## src/hdl/isam_pkg.sv

```systemverilog
package isam_pkg;
  localparam int          BYTE_W         = 8;
  localparam int          CNT_W          = 4;
  localparam logic [3:0]  LAST_DATA_BIT  = 4'h8;
  localparam logic [3:0]  ACK_BIT        = 4'h9;
  localparam logic [4:0]  TEN_BIT_PREFIX = 5'h1E;
  localparam logic [7:0]  ADDR_RESET     = 8'h00;
  localparam logic [7:0]  BUFFER_RESET   = 8'h00;

  typedef enum logic [1:0] {PH_IDLE, PH_RECV, PH_WAIT} isam_phase_t;
  typedef enum logic [1:0] {ST_ADDR, ST_ADDR_LO, ST_DATA} isam_stage_t;
endpackage

```

## src/hdl/isam_line_sync.sv

```systemverilog
`timescale 1ns/100ps
`default_nettype none
module isam_line_sync (
  input  wire logic clock,
  input  wire logic srst,
  input  wire logic sclPin,
  input  wire logic sdaPin,
  output logic      sclRise,
  output logic      sclFall,
  output logic      sdaLevel,
  output logic      startCond,
  output logic      stopCond
);
  typedef struct packed {
    logic sclMeta;
    logic sclSync;
    logic sclPrev;
    logic sdaMeta;
    logic sdaSync;
    logic sdaPrev;
  } isam_sync_t;

  isam_sync_t r;
  isam_sync_t next_r;

  // ----------------------------------------
  // Two-flop synchronisers and edge history
  // ----------------------------------------
  always_comb begin
    next_r         = r;
    next_r.sclMeta = sclPin;
    next_r.sclSync = r.sclMeta;
    next_r.sclPrev = r.sclSync;
    next_r.sdaMeta = sdaPin;
    next_r.sdaSync = r.sdaMeta;
    next_r.sdaPrev = r.sdaSync;
  end

  always_ff @(posedge clock) begin
    if (srst) begin
      r <= '1;
    end else begin
      r <= next_r;
    end
  end

  assign sclRise   = r.sclSync & ~r.sclPrev;
  assign sclFall   = ~r.sclSync & r.sclPrev;
  assign sdaLevel  = r.sdaSync;
  assign startCond = r.sclSync & r.sclPrev & r.sdaPrev & ~r.sdaSync;
  assign stopCond  = r.sclSync & r.sclPrev & ~r.sdaPrev & r.sdaSync;
endmodule
`default_nettype wire

```

## src/hdl/isam_address_match.sv

```systemverilog
`timescale 1ns/100ps
`default_nettype none
module isam_address_match (
  input  wire logic                        clock,
  input  wire logic                        srst,
  input  wire logic                        portEnable,
  input  wire logic                        tenBitMode,
  input  wire logic                        sclIn,
  input  wire logic                        sdaIn,
  output logic                             sclOut,
  output logic                             sclOe,
  output logic                             sdaOut,
  output logic                             sdaOe,
  input  wire logic                        addrWrite,
  input  wire logic [isam_pkg::BYTE_W-1:0] addrWriteData,
  input  wire logic                        bufferRead,
  input  wire logic                        irqFlagClear,
  input  wire logic                        overflowClear,
  output logic [isam_pkg::BYTE_W-1:0]      slaveAddress,
  output logic [isam_pkg::BYTE_W-1:0]      receiveBuffer,
  output logic                             bufferFull,
  output logic                             receiveOverflow,
  output logic                             portIrqFlag,
  output logic                             addressUpdate
);
  import isam_pkg::*;

  typedef struct packed {
    isam_phase_t       phase;
    isam_stage_t       stage;
    logic [CNT_W-1:0]  cnt;
    logic [BYTE_W-1:0] shift;
    logic [BYTE_W-1:0] addr;
    logic [BYTE_W-1:0] rxBuf;
    logic              bf;
    logic              ov;
    logic              irq;
    logic              ua;
    logic              uaPend;
    logic              endAfter;
    logic              tenMatched;
    logic              sdaOe;
    logic              sclOe;
  } isam_state_t;

  isam_state_t r;
  isam_state_t next_r;
  logic        sclRise;
  logic        sclFall;
  logic        sdaLevel;
  logic        startCond;
  logic        stopCond;
  logic        active;
  logic        byteDone;
  logic        ninthFall;
  logic        room;
  logic        hiMatch;
  logic        tenHdr;

  // ----------------------------------------
  // Line sampling
  // ----------------------------------------
  isam_line_sync isam_line_sync_i (
    .clock     (clock),
    .srst      (srst),
    .sclPin    (sclIn),
    .sdaPin    (sdaIn),
    .sclRise   (sclRise),
    .sclFall   (sclFall),
    .sdaLevel  (sdaLevel),
    .startCond (startCond),
    .stopCond  (stopCond)
  );

  assign active    = portEnable & ~startCond & ~stopCond & (r.phase == PH_RECV);
  assign byteDone  = active & sclFall & (r.cnt == LAST_DATA_BIT);
  assign ninthFall = active & sclFall & (r.cnt == ACK_BIT);
  assign room      = ~r.bf & ~r.ov;
  assign hiMatch   = r.shift[7:1] == r.addr[7:1];
  assign tenHdr    = r.shift[7:3] == TEN_BIT_PREFIX;

  // ----------------------------------------
  // Next state
  // ----------------------------------------
  always_comb begin
    next_r = r;
    if (addrWrite) begin
      next_r.addr  = addrWriteData;
      next_r.ua    = 1'b0;
      next_r.sclOe = 1'b1;
    end
    if (bufferRead) begin
      next_r.bf = 1'b0;
    end
    if (irqFlagClear) begin
      next_r.irq = 1'b0;
    end
    if (overflowClear) begin
      next_r.ov = 1'b0;
    end
    if (!portEnable) begin
      next_r.phase = PH_IDLE;
      next_r.sdaOe = 1'b1;
      next_r.sclOe = 1'b1;
    end else if (stopCond) begin
      next_r.phase = PH_IDLE;
      next_r.sdaOe = 1'b1;
    end else if (startCond) begin
      next_r.phase    = PH_RECV;
      next_r.stage    = ST_ADDR;
      next_r.cnt      = '0;
      next_r.uaPend   = 1'b0;
      next_r.endAfter = 1'b0;
      next_r.sdaOe    = 1'b1;
    end else if (r.phase == PH_RECV) begin
      if (sclRise && r.cnt < LAST_DATA_BIT) begin
        next_r.shift = {r.shift[6:0], sdaLevel};
        next_r.cnt   = r.cnt + 4'h1;
      end else if (sclRise && r.cnt == LAST_DATA_BIT) begin
        next_r.cnt = ACK_BIT;
      end
      if (byteDone) begin
        case (r.stage)
          ST_ADDR: begin
            if (!hiMatch) begin
              next_r.phase = PH_WAIT;
            end else if (tenBitMode && !(tenHdr && !r.shift[0])
                         && !(tenHdr && r.shift[0] && r.tenMatched)) begin
              next_r.phase = PH_WAIT;
            end else begin
              if (room) begin
                next_r.rxBuf = r.shift;
                next_r.bf    = 1'b1;
                next_r.sdaOe = 1'b0;
              end
              if (tenBitMode && !r.shift[0]) begin
                next_r.uaPend     = 1'b1;
                next_r.stage      = ST_ADDR_LO;
                next_r.tenMatched = 1'b0;
              end else if (r.shift[0]) begin
                next_r.endAfter = 1'b1;
              end else begin
                next_r.stage = ST_DATA;
              end
            end
          end
          ST_ADDR_LO: begin
            if (r.shift != r.addr) begin
              next_r.phase = PH_WAIT;
            end else begin
              if (room) begin
                next_r.rxBuf = r.shift;
                next_r.bf    = 1'b1;
                next_r.sdaOe = 1'b0;
              end
              next_r.uaPend     = 1'b1;
              next_r.tenMatched = 1'b1;
              next_r.stage      = ST_DATA;
            end
          end
          default: begin
            if (room) begin
              next_r.rxBuf = r.shift;
              next_r.bf    = 1'b1;
              next_r.sdaOe = 1'b0;
            end else if (r.bf) begin
              next_r.ov = 1'b1;
            end
          end
        endcase
      end
      if (ninthFall) begin
        next_r.sdaOe  = 1'b1;
        next_r.irq    = 1'b1;
        next_r.cnt    = '0;
        next_r.uaPend = 1'b0;
        if (r.uaPend) begin
          next_r.ua    = 1'b1;
          next_r.sclOe = 1'b0;
        end
        if (r.endAfter) begin
          next_r.phase = PH_WAIT;
        end
      end
    end
  end

  always_ff @(posedge clock) begin
    if (srst) begin
      r            <= '0;
      r.phase      <= PH_IDLE;
      r.stage      <= ST_ADDR;
      r.addr       <= ADDR_RESET;
      r.rxBuf      <= BUFFER_RESET;
      r.sdaOe      <= 1'b1;
      r.sclOe      <= 1'b1;
    end else begin
      r <= next_r;
    end
  end

  // ----------------------------------------
  // Outputs
  // ----------------------------------------
  assign sclOut          = 1'b0;
  assign sdaOut          = 1'b0;
  assign sclOe           = r.sclOe;
  assign sdaOe           = r.sdaOe;
  assign slaveAddress    = r.addr;
  assign receiveBuffer   = r.rxBuf;
  assign bufferFull      = r.bf;
  assign receiveOverflow = r.ov;
  assign portIrqFlag     = r.irq;
  assign addressUpdate   = r.ua;
endmodule
`default_nettype wire

```

## config.mk

```make
export PLATFORM = sky130hd
export DESIGN_NAME = isam_address_match
export DESIGN_NICKNAME = d
export VERILOG_FILES = /design/src/hdl/isam_pkg.sv /design/src/hdl/isam_line_sync.sv /design/src/hdl/isam_address_match.sv
export SDC_FILE = /design/constraint.sdc
export NUM_CORES = 1
export LEC_CHECK = 0
export BUFFER_PORTS_ARGS = -buffer_cell sky130_fd_sc_hd__buf_2
export CORE_ASPECT_RATIO = 0.6
export CORE_MARGIN = 3
export CORE_UTILIZATION = 25
export DETAILED_ROUTE_END_ITERATION = 7
export GPL_ROUTABILITY_DRIVEN = 0
export PLACE_DENSITY_LB_ADDON = 0.1
export SLEW_MARGIN = 20
export SYNTH_ARGS = -nofsm -noshare
export SYNTH_HDL_FRONTEND = slang
export SYNTH_SLANG_ARGS = --single-unit
```

## constraint.sdc

```tcl
create_clock -name clock -period 2.7 [get_ports clock]
set_input_delay 0.135 -clock clock [delete_from_list [all_inputs] [get_ports clock]]
set_output_delay 0.135 -clock clock [all_outputs]
set_load 0.02 [all_outputs]
```

Yosys cells after proc, flatten, opt, wreduce, memory -nomap -nowiden
Index checks and enable logic that the tools add are counted. W data, S select, Z words.

Flip-flop bits (word level): 47. Input bits: 18. Output and inout bits: 24. Word-level logic and storage cells: 164.

$add $sub $neg: 1. Order comparisons: 1. Equality and inequality tests: 24. Mux-type cells: 58. Bitwise operators: 23. Reductions and logical operators: 35.

Operators with widths (number): $mux W9 (5); $mux W4 (8); $mux W2 (14); $reduce_and A9 Y1 (3); $mux W7 (3); $mux W1 (20); $ne A4 B4 Y1 const B (5); $ne A3 B3 Y1 const B (6); $pmux W9 S2 (1); $mux W15 (1); $and A1 B1 Y1 (14); $reduce_bool A2 Y1 (7); $ne A2 B2 Y1 const B (6); $reduce_and A10 Y1 (1); $reduce_and A5 Y1 (2); $not A1 Y1 (9); $eq A4 B4 Y1 const B (2); $logic_and A1 B1 Y1 (8); $mux W8 (1); $ne A8 B8 Y1 (1); $pmux W4 S2 (1); $reduce_and A8 Y1 (1); $reduce_bool A4 Y1 (2); $eq A7 B7 Y1 (1); 13 further kinds (20).

Logic depth before layout (Yosys ltp)
Gate-level depths: netlist of run 1.

Depth after elaboration: 15. Mapped depth: 8. Depth with buffers taken out: 7.

Cells and area by module
Synthesis of run 1 repeated with hierarchy kept, for this count alone.

Cells, all modules: 263. Area total of the unflattened synthesis: 2329.7 um^2.

By module, submodules not included: isam_address_match (instances 1, cells each 247, area each 2139.6 um^2, sequential area each 820.8 um^2); isam_line_sync (instances 1, cells each 16, area each 190.2 um^2, sequential area each 120.1 um^2).

Worst setup path before layout of run 1
No wires, ideal clock.

Path kind: reg2reg. Start point: reg r[33] (netlist bit). End point: reg r[2] (netlist bit). Library setup time: 0.119 ns. Arrival: 1.654 ns. Path slack: 0.928 ns. Stages on the path, launching flop included: 7. Buffers on the path: 0. Clock period less this slack: 1.772 ns. Cells stage by stage: dfxtp_1 > inv_1 > ha_1 > and3b_1 > nand4_2 > or4_1 > o221a_2.

Cells in the longest elaborated chain, start to end: 3.

Ends and longest elaborated chain: start, declared (RTL line isam_address_match.sv:46) `isam_state_t r;`; start signal, assigned (RTL line isam_address_match.sv:198) `r <= next_r;`; $eq A4 B4 Y1 (RTL line isam_address_match.sv:76) `assign byteDone = active & sclFall & (r.cnt == LAST_DATA_BIT);`; $and A1 B1 Y1 (RTL line isam_address_match.sv:76); $reduce_and A10 Y1 (no source line).

No other way between the ends. A chain may end at the register's enable or synchronous reset.

Worst setup path after layout of run 1
Start point: reg r[33] (netlist bit). End point: reg sdaOe (netlist name).

Cells in the longest elaborated chain, start to end: 4. Elaborated cells on any way between the ends: 10. Classes of those cells: eq/ne: 5; mux: 1; bitwise: 2; reduce/logical: 2.

Ends and longest elaborated chain (RTL line): $eq A4 B4 Y1, on equally long branches (isam_address_match.sv:77, isam_address_match.sv:76); $and A1 B1 Y1, on equally long branches (isam_address_match.sv:77, isam_address_match.sv:76); $ne A3 B3 Y1 (no source line) or $reduce_bool A2 Y1 (tied branches); $reduce_and A5 Y1 (no source line).

Parallel ways exist; a longest one is shown, timed or not.

==> results of run 1 <==
layer usage:
metal  GRT usage, %  wire [um]  vias up
met2          14.82       1973       68
li1               -          -     1001
met3          3.960        455        6
met5              0          0        -
met4          2.201         36        0
met1          21.48       3990      852
power groups by stage:
stage / Combinational [W] / Clock [W] / Sequential [W]
global route: 0.000129 / 0.000665 / 0.000717
CTS: 0.000117 / 0.000631 / 0.000716
finish: 0.000116 / 0.000614 / 0.000716
global placement: 0.000119 / 0 / 0.000732
floorplan: 0.0000871 / 0 / 0.000727
detailed placement: 0.000117 / 0 / 0.000732
worst paths after layout:
path	slack, ns	startpoint	cells after the start	end
max	0.56	r[33]	7	sdaOe
min	0.03	sclIn	2	isam_line_sync_i.next_r[4]
max reg2reg	0.56	r[33]	7	sdaOe
min reg2reg	0.41	isam_line_sync_i.next_r[1]	1	isam_line_sync_i.sdaLevel
critical path: cells and delay by family, from the launching register on:
| family | cells | cell delay (ns) |
|---|---|---|
| AO/OA/AOI/OAI | 2 | 0.75 |
| AND/OR/NAND/NOR | 3 | 0.66 |
| flip-flops | 1 | 0.36 |
| adder cells (fa/ha/maj) | 1 | 0.16 |
| buffers and inverters | 1 | 0.10 |
flip-flops by register name (all words and copies together), names as in the netlist:
register	flops
isam_line_sync_i.sdaLevel	1
receiveOverflow	1
sdaOe	1
sclOe	1
addressUpdate	1
r	19
portIrqFlag	1
slaveAddress	8
receiveBuffer	8
isam_line_sync_i.next_r	3
isam_line_sync_i.r	2
bufferFull	1
logic make-up after synthesis:
| group | after synthesis | share of synthesized area [%] |
|---|---|---|
| other | 1 | 0.1593 |
| adder cells (fa/ha/maj) | 3 | 1.595 |
| flip-flops | 47 | 39.98 |
| AO/OA/AOI/OAI | 65 | 17.54 |
| AND/OR/NAND/NOR | 99 | 23.55 |
| multiplexers | 11 | 4.891 |
| XOR/XNOR | 8 | 2.977 |
| buffers and inverters | 38 | 9.303 |
layout make-up:
cell class	count	area (sq um)
fillers	938	6127
well taps	126	157.7
multi-input cells	188	1197
clock buffers	5	125.1
clock inverters	3	20.02
flip-flops and latches	47	940.9
inverters	8	30.03
repair buffers	42	217.7
layout by cell type (no fill, tap or decap), drive strengths merged, types with 7 or more instances in the layout:
master	n
xnor2	7
a21oi	24
inv	8
nand2	20
o21ai	20
or2	7
nor2	20
mux2i	10
dfxtp	47
buf	42
nand3	13
stage by stage:
step,total power [W],worst slack (ns)
4_1_cts,0.001464,0.5681
3_5_place_dp,0.0008485,0.5980
6_report,0.001446,0.5569
3_3_place_gp,0.0008511,0.6388
2_1_floorplan,0.0008143,0.9275
5_1_grt,0.001511,0.4173
==> qor.yml, run 1 <==
power:
  power_frac_clock_pct: 42.5
  netSwitchingPower_w: 0.0003598
  p_sw_share_pct: 24.89
  p_seq_share_pct: 49.5
  combPwrFrac_pct: 8.0
  leakagePower_nw: 1.044
  peakVddDrop_mv: 0.2213
  power_density_nw_per_um2: 537.7
  internal-power_w: 0.001086
floorplanning:
  num_io_pins: 42
  die_y_um: 81.16
  dieArea_sq_um: 10650
  core_sq_um: 8816
  rows: 26
  start_util_pct: 26.70
  die_width_um: 131.3
timing:
  slew_headroom_pct: 46.51
  finalSetupTns_ns: 0
  setup_viol: 0
  skew_ns: 0.005453
  period_share_pct: 79.37
  hold_violations: 0
  holdWs_ns: 0.02523
  rsz0062_at_grt: "false"
  worst_pin_slew_ns: 0.7970
  drv_slew: 0
  fmax_ghz: 0.4666
  min_period_ns: 2.143
logic_synthesis:
  yosysTopAreaCellShare_pct: 39.98
  synthCells: 272
  synth.distinct_cells: 54
  syn_area_per_cell_sq_um: 8.653
  ys_ff_latch: 47
  synth_flop_cell: "dfxtp_1"
  ys_async_sr_fraction_pct: 0
  yosysMostFrequentCell: "dfxtp_1"
  syn_area_sq_um: 2354
  yosysWarnings: 0
  synth_edf_count: 0
  ys_seq_area_share_pct: 39.98
  synth_area_leaders: "dfxtp_1 (40%), buf_4 (6.4%), a21oi_1 (5.1%), mux2i_1 (4.3%), o21ai_0 (3.8%)"
  ys_top_cells_by_count: "dfxtp_1 (47), a21oi_1 (24), buf_4 (20), nor2_1 (20), nand2_1 (19)"
  yosys.area.top_type: "dfxtp_1"
drt:
  drt_iter0_markers: 148
  ant_nets: 0
  num_vias: 1927
  viasPerCell: 4.599
  drc: 0
  first_pass_iters: 4
  routed_wl_um: 6456
  routedWlPerCell_um: 15.41
final_layout:
  layoutNonFillerInstCount: 419
  antennaDiodeCount: 0
  layout-drive-gt1-share_pct: 22.18
  area_growth_syn_to_layout_pct: 14.25
  fin_nets: 313
  final_core_util_pct: 30.50
  fin_area_sq_um: 2689
critical_path:
  critPathMaxFanout: 9
  worstSetupPathType: "reg2reg"
  crit_arrival_ns: 2.32
  crit_slowest_cell: "o2111a_1"
  cp-start-kind: "register"
  slowest_delay_ns: 0.43
  crit_chain: "inv_1 -> ha_1 -> and3b_1 -> and4_4 -> o2111a_1 -> nand2_2 -> a211o_1"
  critPathCaptureType: "register"
  worstPathRequired_ns: 2.88
clock_network:
  clock_sinks: 47
  cts_buffers: 5
  clkSlewWorstSetupHoldPaths_ns: 0.07
  cts-root-buf: "clkbuf_16"
  clk_latency_ns: 0.29
  cts_tree: "yes"
  clockBufferDepth: 2
  cts.repair.resized: 0
  cts_setup_buffers: 0
  cts_hold_buf: 0
  htreeDepth: 2
global_route:
  grt_util_all_layers_pct: 12.79
  grt_start_max_net_pins: 25
  grt_pass1_vias: 1863
  grt_overflow: 0
  grt_pass1_wl_um: 10470
  antenna_found_initial: 0
worst_hold_path:
  hp-class: "in2reg"
place:
  numPlacedInstances: 411
  dp_hpwl_um: 4975
  io_buffers: 39
  placed_area_sq_um: 2544
flow_run:
  maxCapViolCount: 0
run_status:
  status: "complete, no violations"
(Power assumes the default switching activity.)
==> run 2, diff against run 1 <==
==> constraint.sdc (replaced) <==
create_clock -name clock -period 2.1 [get_ports clock]
set_input_delay 0.105 -clock clock [delete_from_list [all_inputs] [get_ports clock]]
set_output_delay 0.105 -clock clock [all_outputs]
set_load 0.02 [all_outputs]
==> run 2 against run 1 <==
Effect of this change:
- worst setup slack got worse by 0.45 ns
- total power increased by 31%
- register-to-register slack got worse by 0.45 ns
- cell area increased by 5.9%
- fmax increased by 7.6%
- critical path type unchanged
- wire length decreased by 0.65%
- sequential share of layout area decreased by 2.0 points
==> qor.yml, run 2 (synthesized netlist as in run 1, its figures left out) <==
drt:
  routedWlPerCell_um: 14.71  # -4.5%
  met1_length_um: 3959  # -0.78%
  num_vias: 2017  # +4.7%
  highest_layer: "met4"
  viasPerCell: 4.626  # +0.59%
  drc: 0  # unchanged
  met3_length_um: 382  # -16%
  first_pass_iters: 4  # unchanged
  dr_wl_met2_um: 2050  # +3.9%
  drt_iter0_markers: 122  # -18%
  ant_nets: 0  # unchanged
  routed_wl_um: 6414  # -0.65%
critical_path:
  crit_chain: "inv_1 -> ha_1 -> and3b_1 -> nand4_2 -> or4_1 -> o221a_2"
  crit_slowest_cell: "or4_1"
  critPathMaxFanout: 5  # -4
  worstSetupPathType: "reg2reg"
  cp-start-kind: "register"
  critPathCaptureType: "register"
  worstPathRequired_ns: 2.28  # -0.60 ns
  slowest_delay_ns: 0.53  # +0.10 ns
  crit_arrival_ns: 2.17  # -0.15 ns
global_route:
  grt_start_max_net_pins: 26  # +4.0%
  grt_util_all_layers_pct: 12.55  # -0.24 points
  antenna_found_initial: 0  # unchanged
  grt_pass1_vias: 1922  # +3.2%
  grt_overflow: 0  # unchanged
  grt_pass1_wl_um: 10520  # +0.53%
final_layout:
  area_growth_syn_to_layout_pct: 21.00
  layout-drive-gt1-share_pct: 26.45  # +4.3 points
  fill_cells: 947  # +0.96%
  regMostFlops: "r"
  largest_reg_flops: 19  # unchanged
  antennaDiodeCount: 0  # unchanged
  final_core_util_pct: 32.30  # +1.8 points
  fin_nets: 330  # +5.4%
  final_cell_mix: "dfxtp_1 (47), buf_2 (39), a21oi_1 (24)"
  mostFrequentLayoutCell: "dfxtp_1"
floorplanning:
  core_sq_um: 8816  # unchanged
  start_util_pct: 26.70  # unchanged
  dieArea_sq_um: 10650  # unchanged
  die_y_um: 81.16  # unchanged
  num_io_pins: 42  # unchanged
  die_width_um: 131.3  # unchanged
  rows: 26  # unchanged
timing:
  skew_ns: 0.004036  # -0.001418 ns
  finalSetupTns_ns: 0  # unchanged
  hold_violations: 0  # unchanged
  min_period_ns: 1.991  # -0.1516 ns
  period_share_pct: 94.83  # +15 points
  setup_viol: 0  # unchanged
  fmax_ghz: 0.5021  # +7.6%
  drv_slew: 0  # unchanged
  rsz0062_at_grt: "false"
worst_hold_path:
  hp-class: "in2reg"
clock_network:
  cts_tree: "yes"
  cts_buffers: 5  # unchanged
  clk_latency_ns: 0.29  # about the same
  clkSlewWorstSetupHoldPaths_ns: 0.06  # about the same
  cts_setup_buffers: 0  # unchanged
  htreeDepth: 2  # unchanged
  clockBufferDepth: 2  # unchanged
  cts-root-buf: "clkbuf_16"
  clock_sinks: 47  # unchanged
place:
  dp_hpwl_um: 4952  # -0.45%
  io_buffers: 39  # unchanged
power:
  leakagePower_nw: 1.146  # +9.8%
  power_density_nw_per_um2: 664.5  # +24%
  peakVddDrop_mv: 0.2591  # +17%
flow_run:
  maxCapViolCount: 0  # unchanged
run_status:
  status: "complete, no violations"
==> run 2: per-stage QoR <==
step / cells / total power (W) / setup slack [ns] / area [sq um] / hold slack (ns)
after floorplan: 273 / 0.001047 / 0.3275 / 2357 / 0.2088
after global placement: 426 / 0.001103 / 0.04143 / 2656 / 0.2978
after detailed placement: 426 / 0.001099 / 0.07940 / 2656 / 0.2938
after CTS: 436 / 0.001929 / 0.06648 / 2828 / 0.05142
after global routing: 436 / 0.001982 / 0.008886 / 2848 / 0.06452
final: 436 / 0.001892 / 0.1085 / 2848 / 0.05835
==> run 2: final timing paths <==
path                                   start                    endpoint  slack [ns]  cells past startpoint
setup / recovery                       r[33]                        r[2]        0.11                      6
hold / removal              addrWriteData[6]             slaveAddress[6]        0.06                      3
setup reg to reg                       r[33]                        r[2]        0.11                      6
hold reg to reg   isam_line_sync_i.next_r[4]  isam_line_sync_i.next_r[3]        0.41                      1
==> run 2: metal layers <==
layer	up-vias	global-route usage (%)
met5	-	0
met4	0	2.830
met3	2	3.156
met2	59	14.41
met1	921	21.35
li1	1035	-
==> run 2: area by class of cell <==
class	count	area [sq um]	area share [%]
inverters	8	30.03	1.054
well taps	126	157.7	5.536
clock inverters	1	8.758	0.3076
clock buffers	7	142.6	5.009
repair buffers	59	350.3	12.30
flip-flops and latches	47	940.9	33.04
multi-input cells	188	1217	42.75
==> run 2: worst max-delay path: cells and delay by family, from the launching register on <==
family,cells,cell delay (ns)
and+or+nand+nor,3,0.95
DFF,1,0.35
AOI/OAI and AO/OA,1,0.30
adders and majority gates,1,0.20
buffers and inverters,1,0.09
==> run 2: power by group <==
part / total, W / switching [W] / internal (W)
clock: 0.000809 / 0.000333 / 0.000476
sequential: 0.000920 / 0.0000146 / 0.000906
combinational: 0.000163 / 0.0000996 / 0.0000633
total: 0.00189 / 0.000447 / 0.00145
==> run 2: repair_timing <==
item                                   CTS  global route
gates resized for setup                  0             3
endpoints found under the hold margin    2             0
setup endpoints to repair                0            10
hold buffers                             2             0
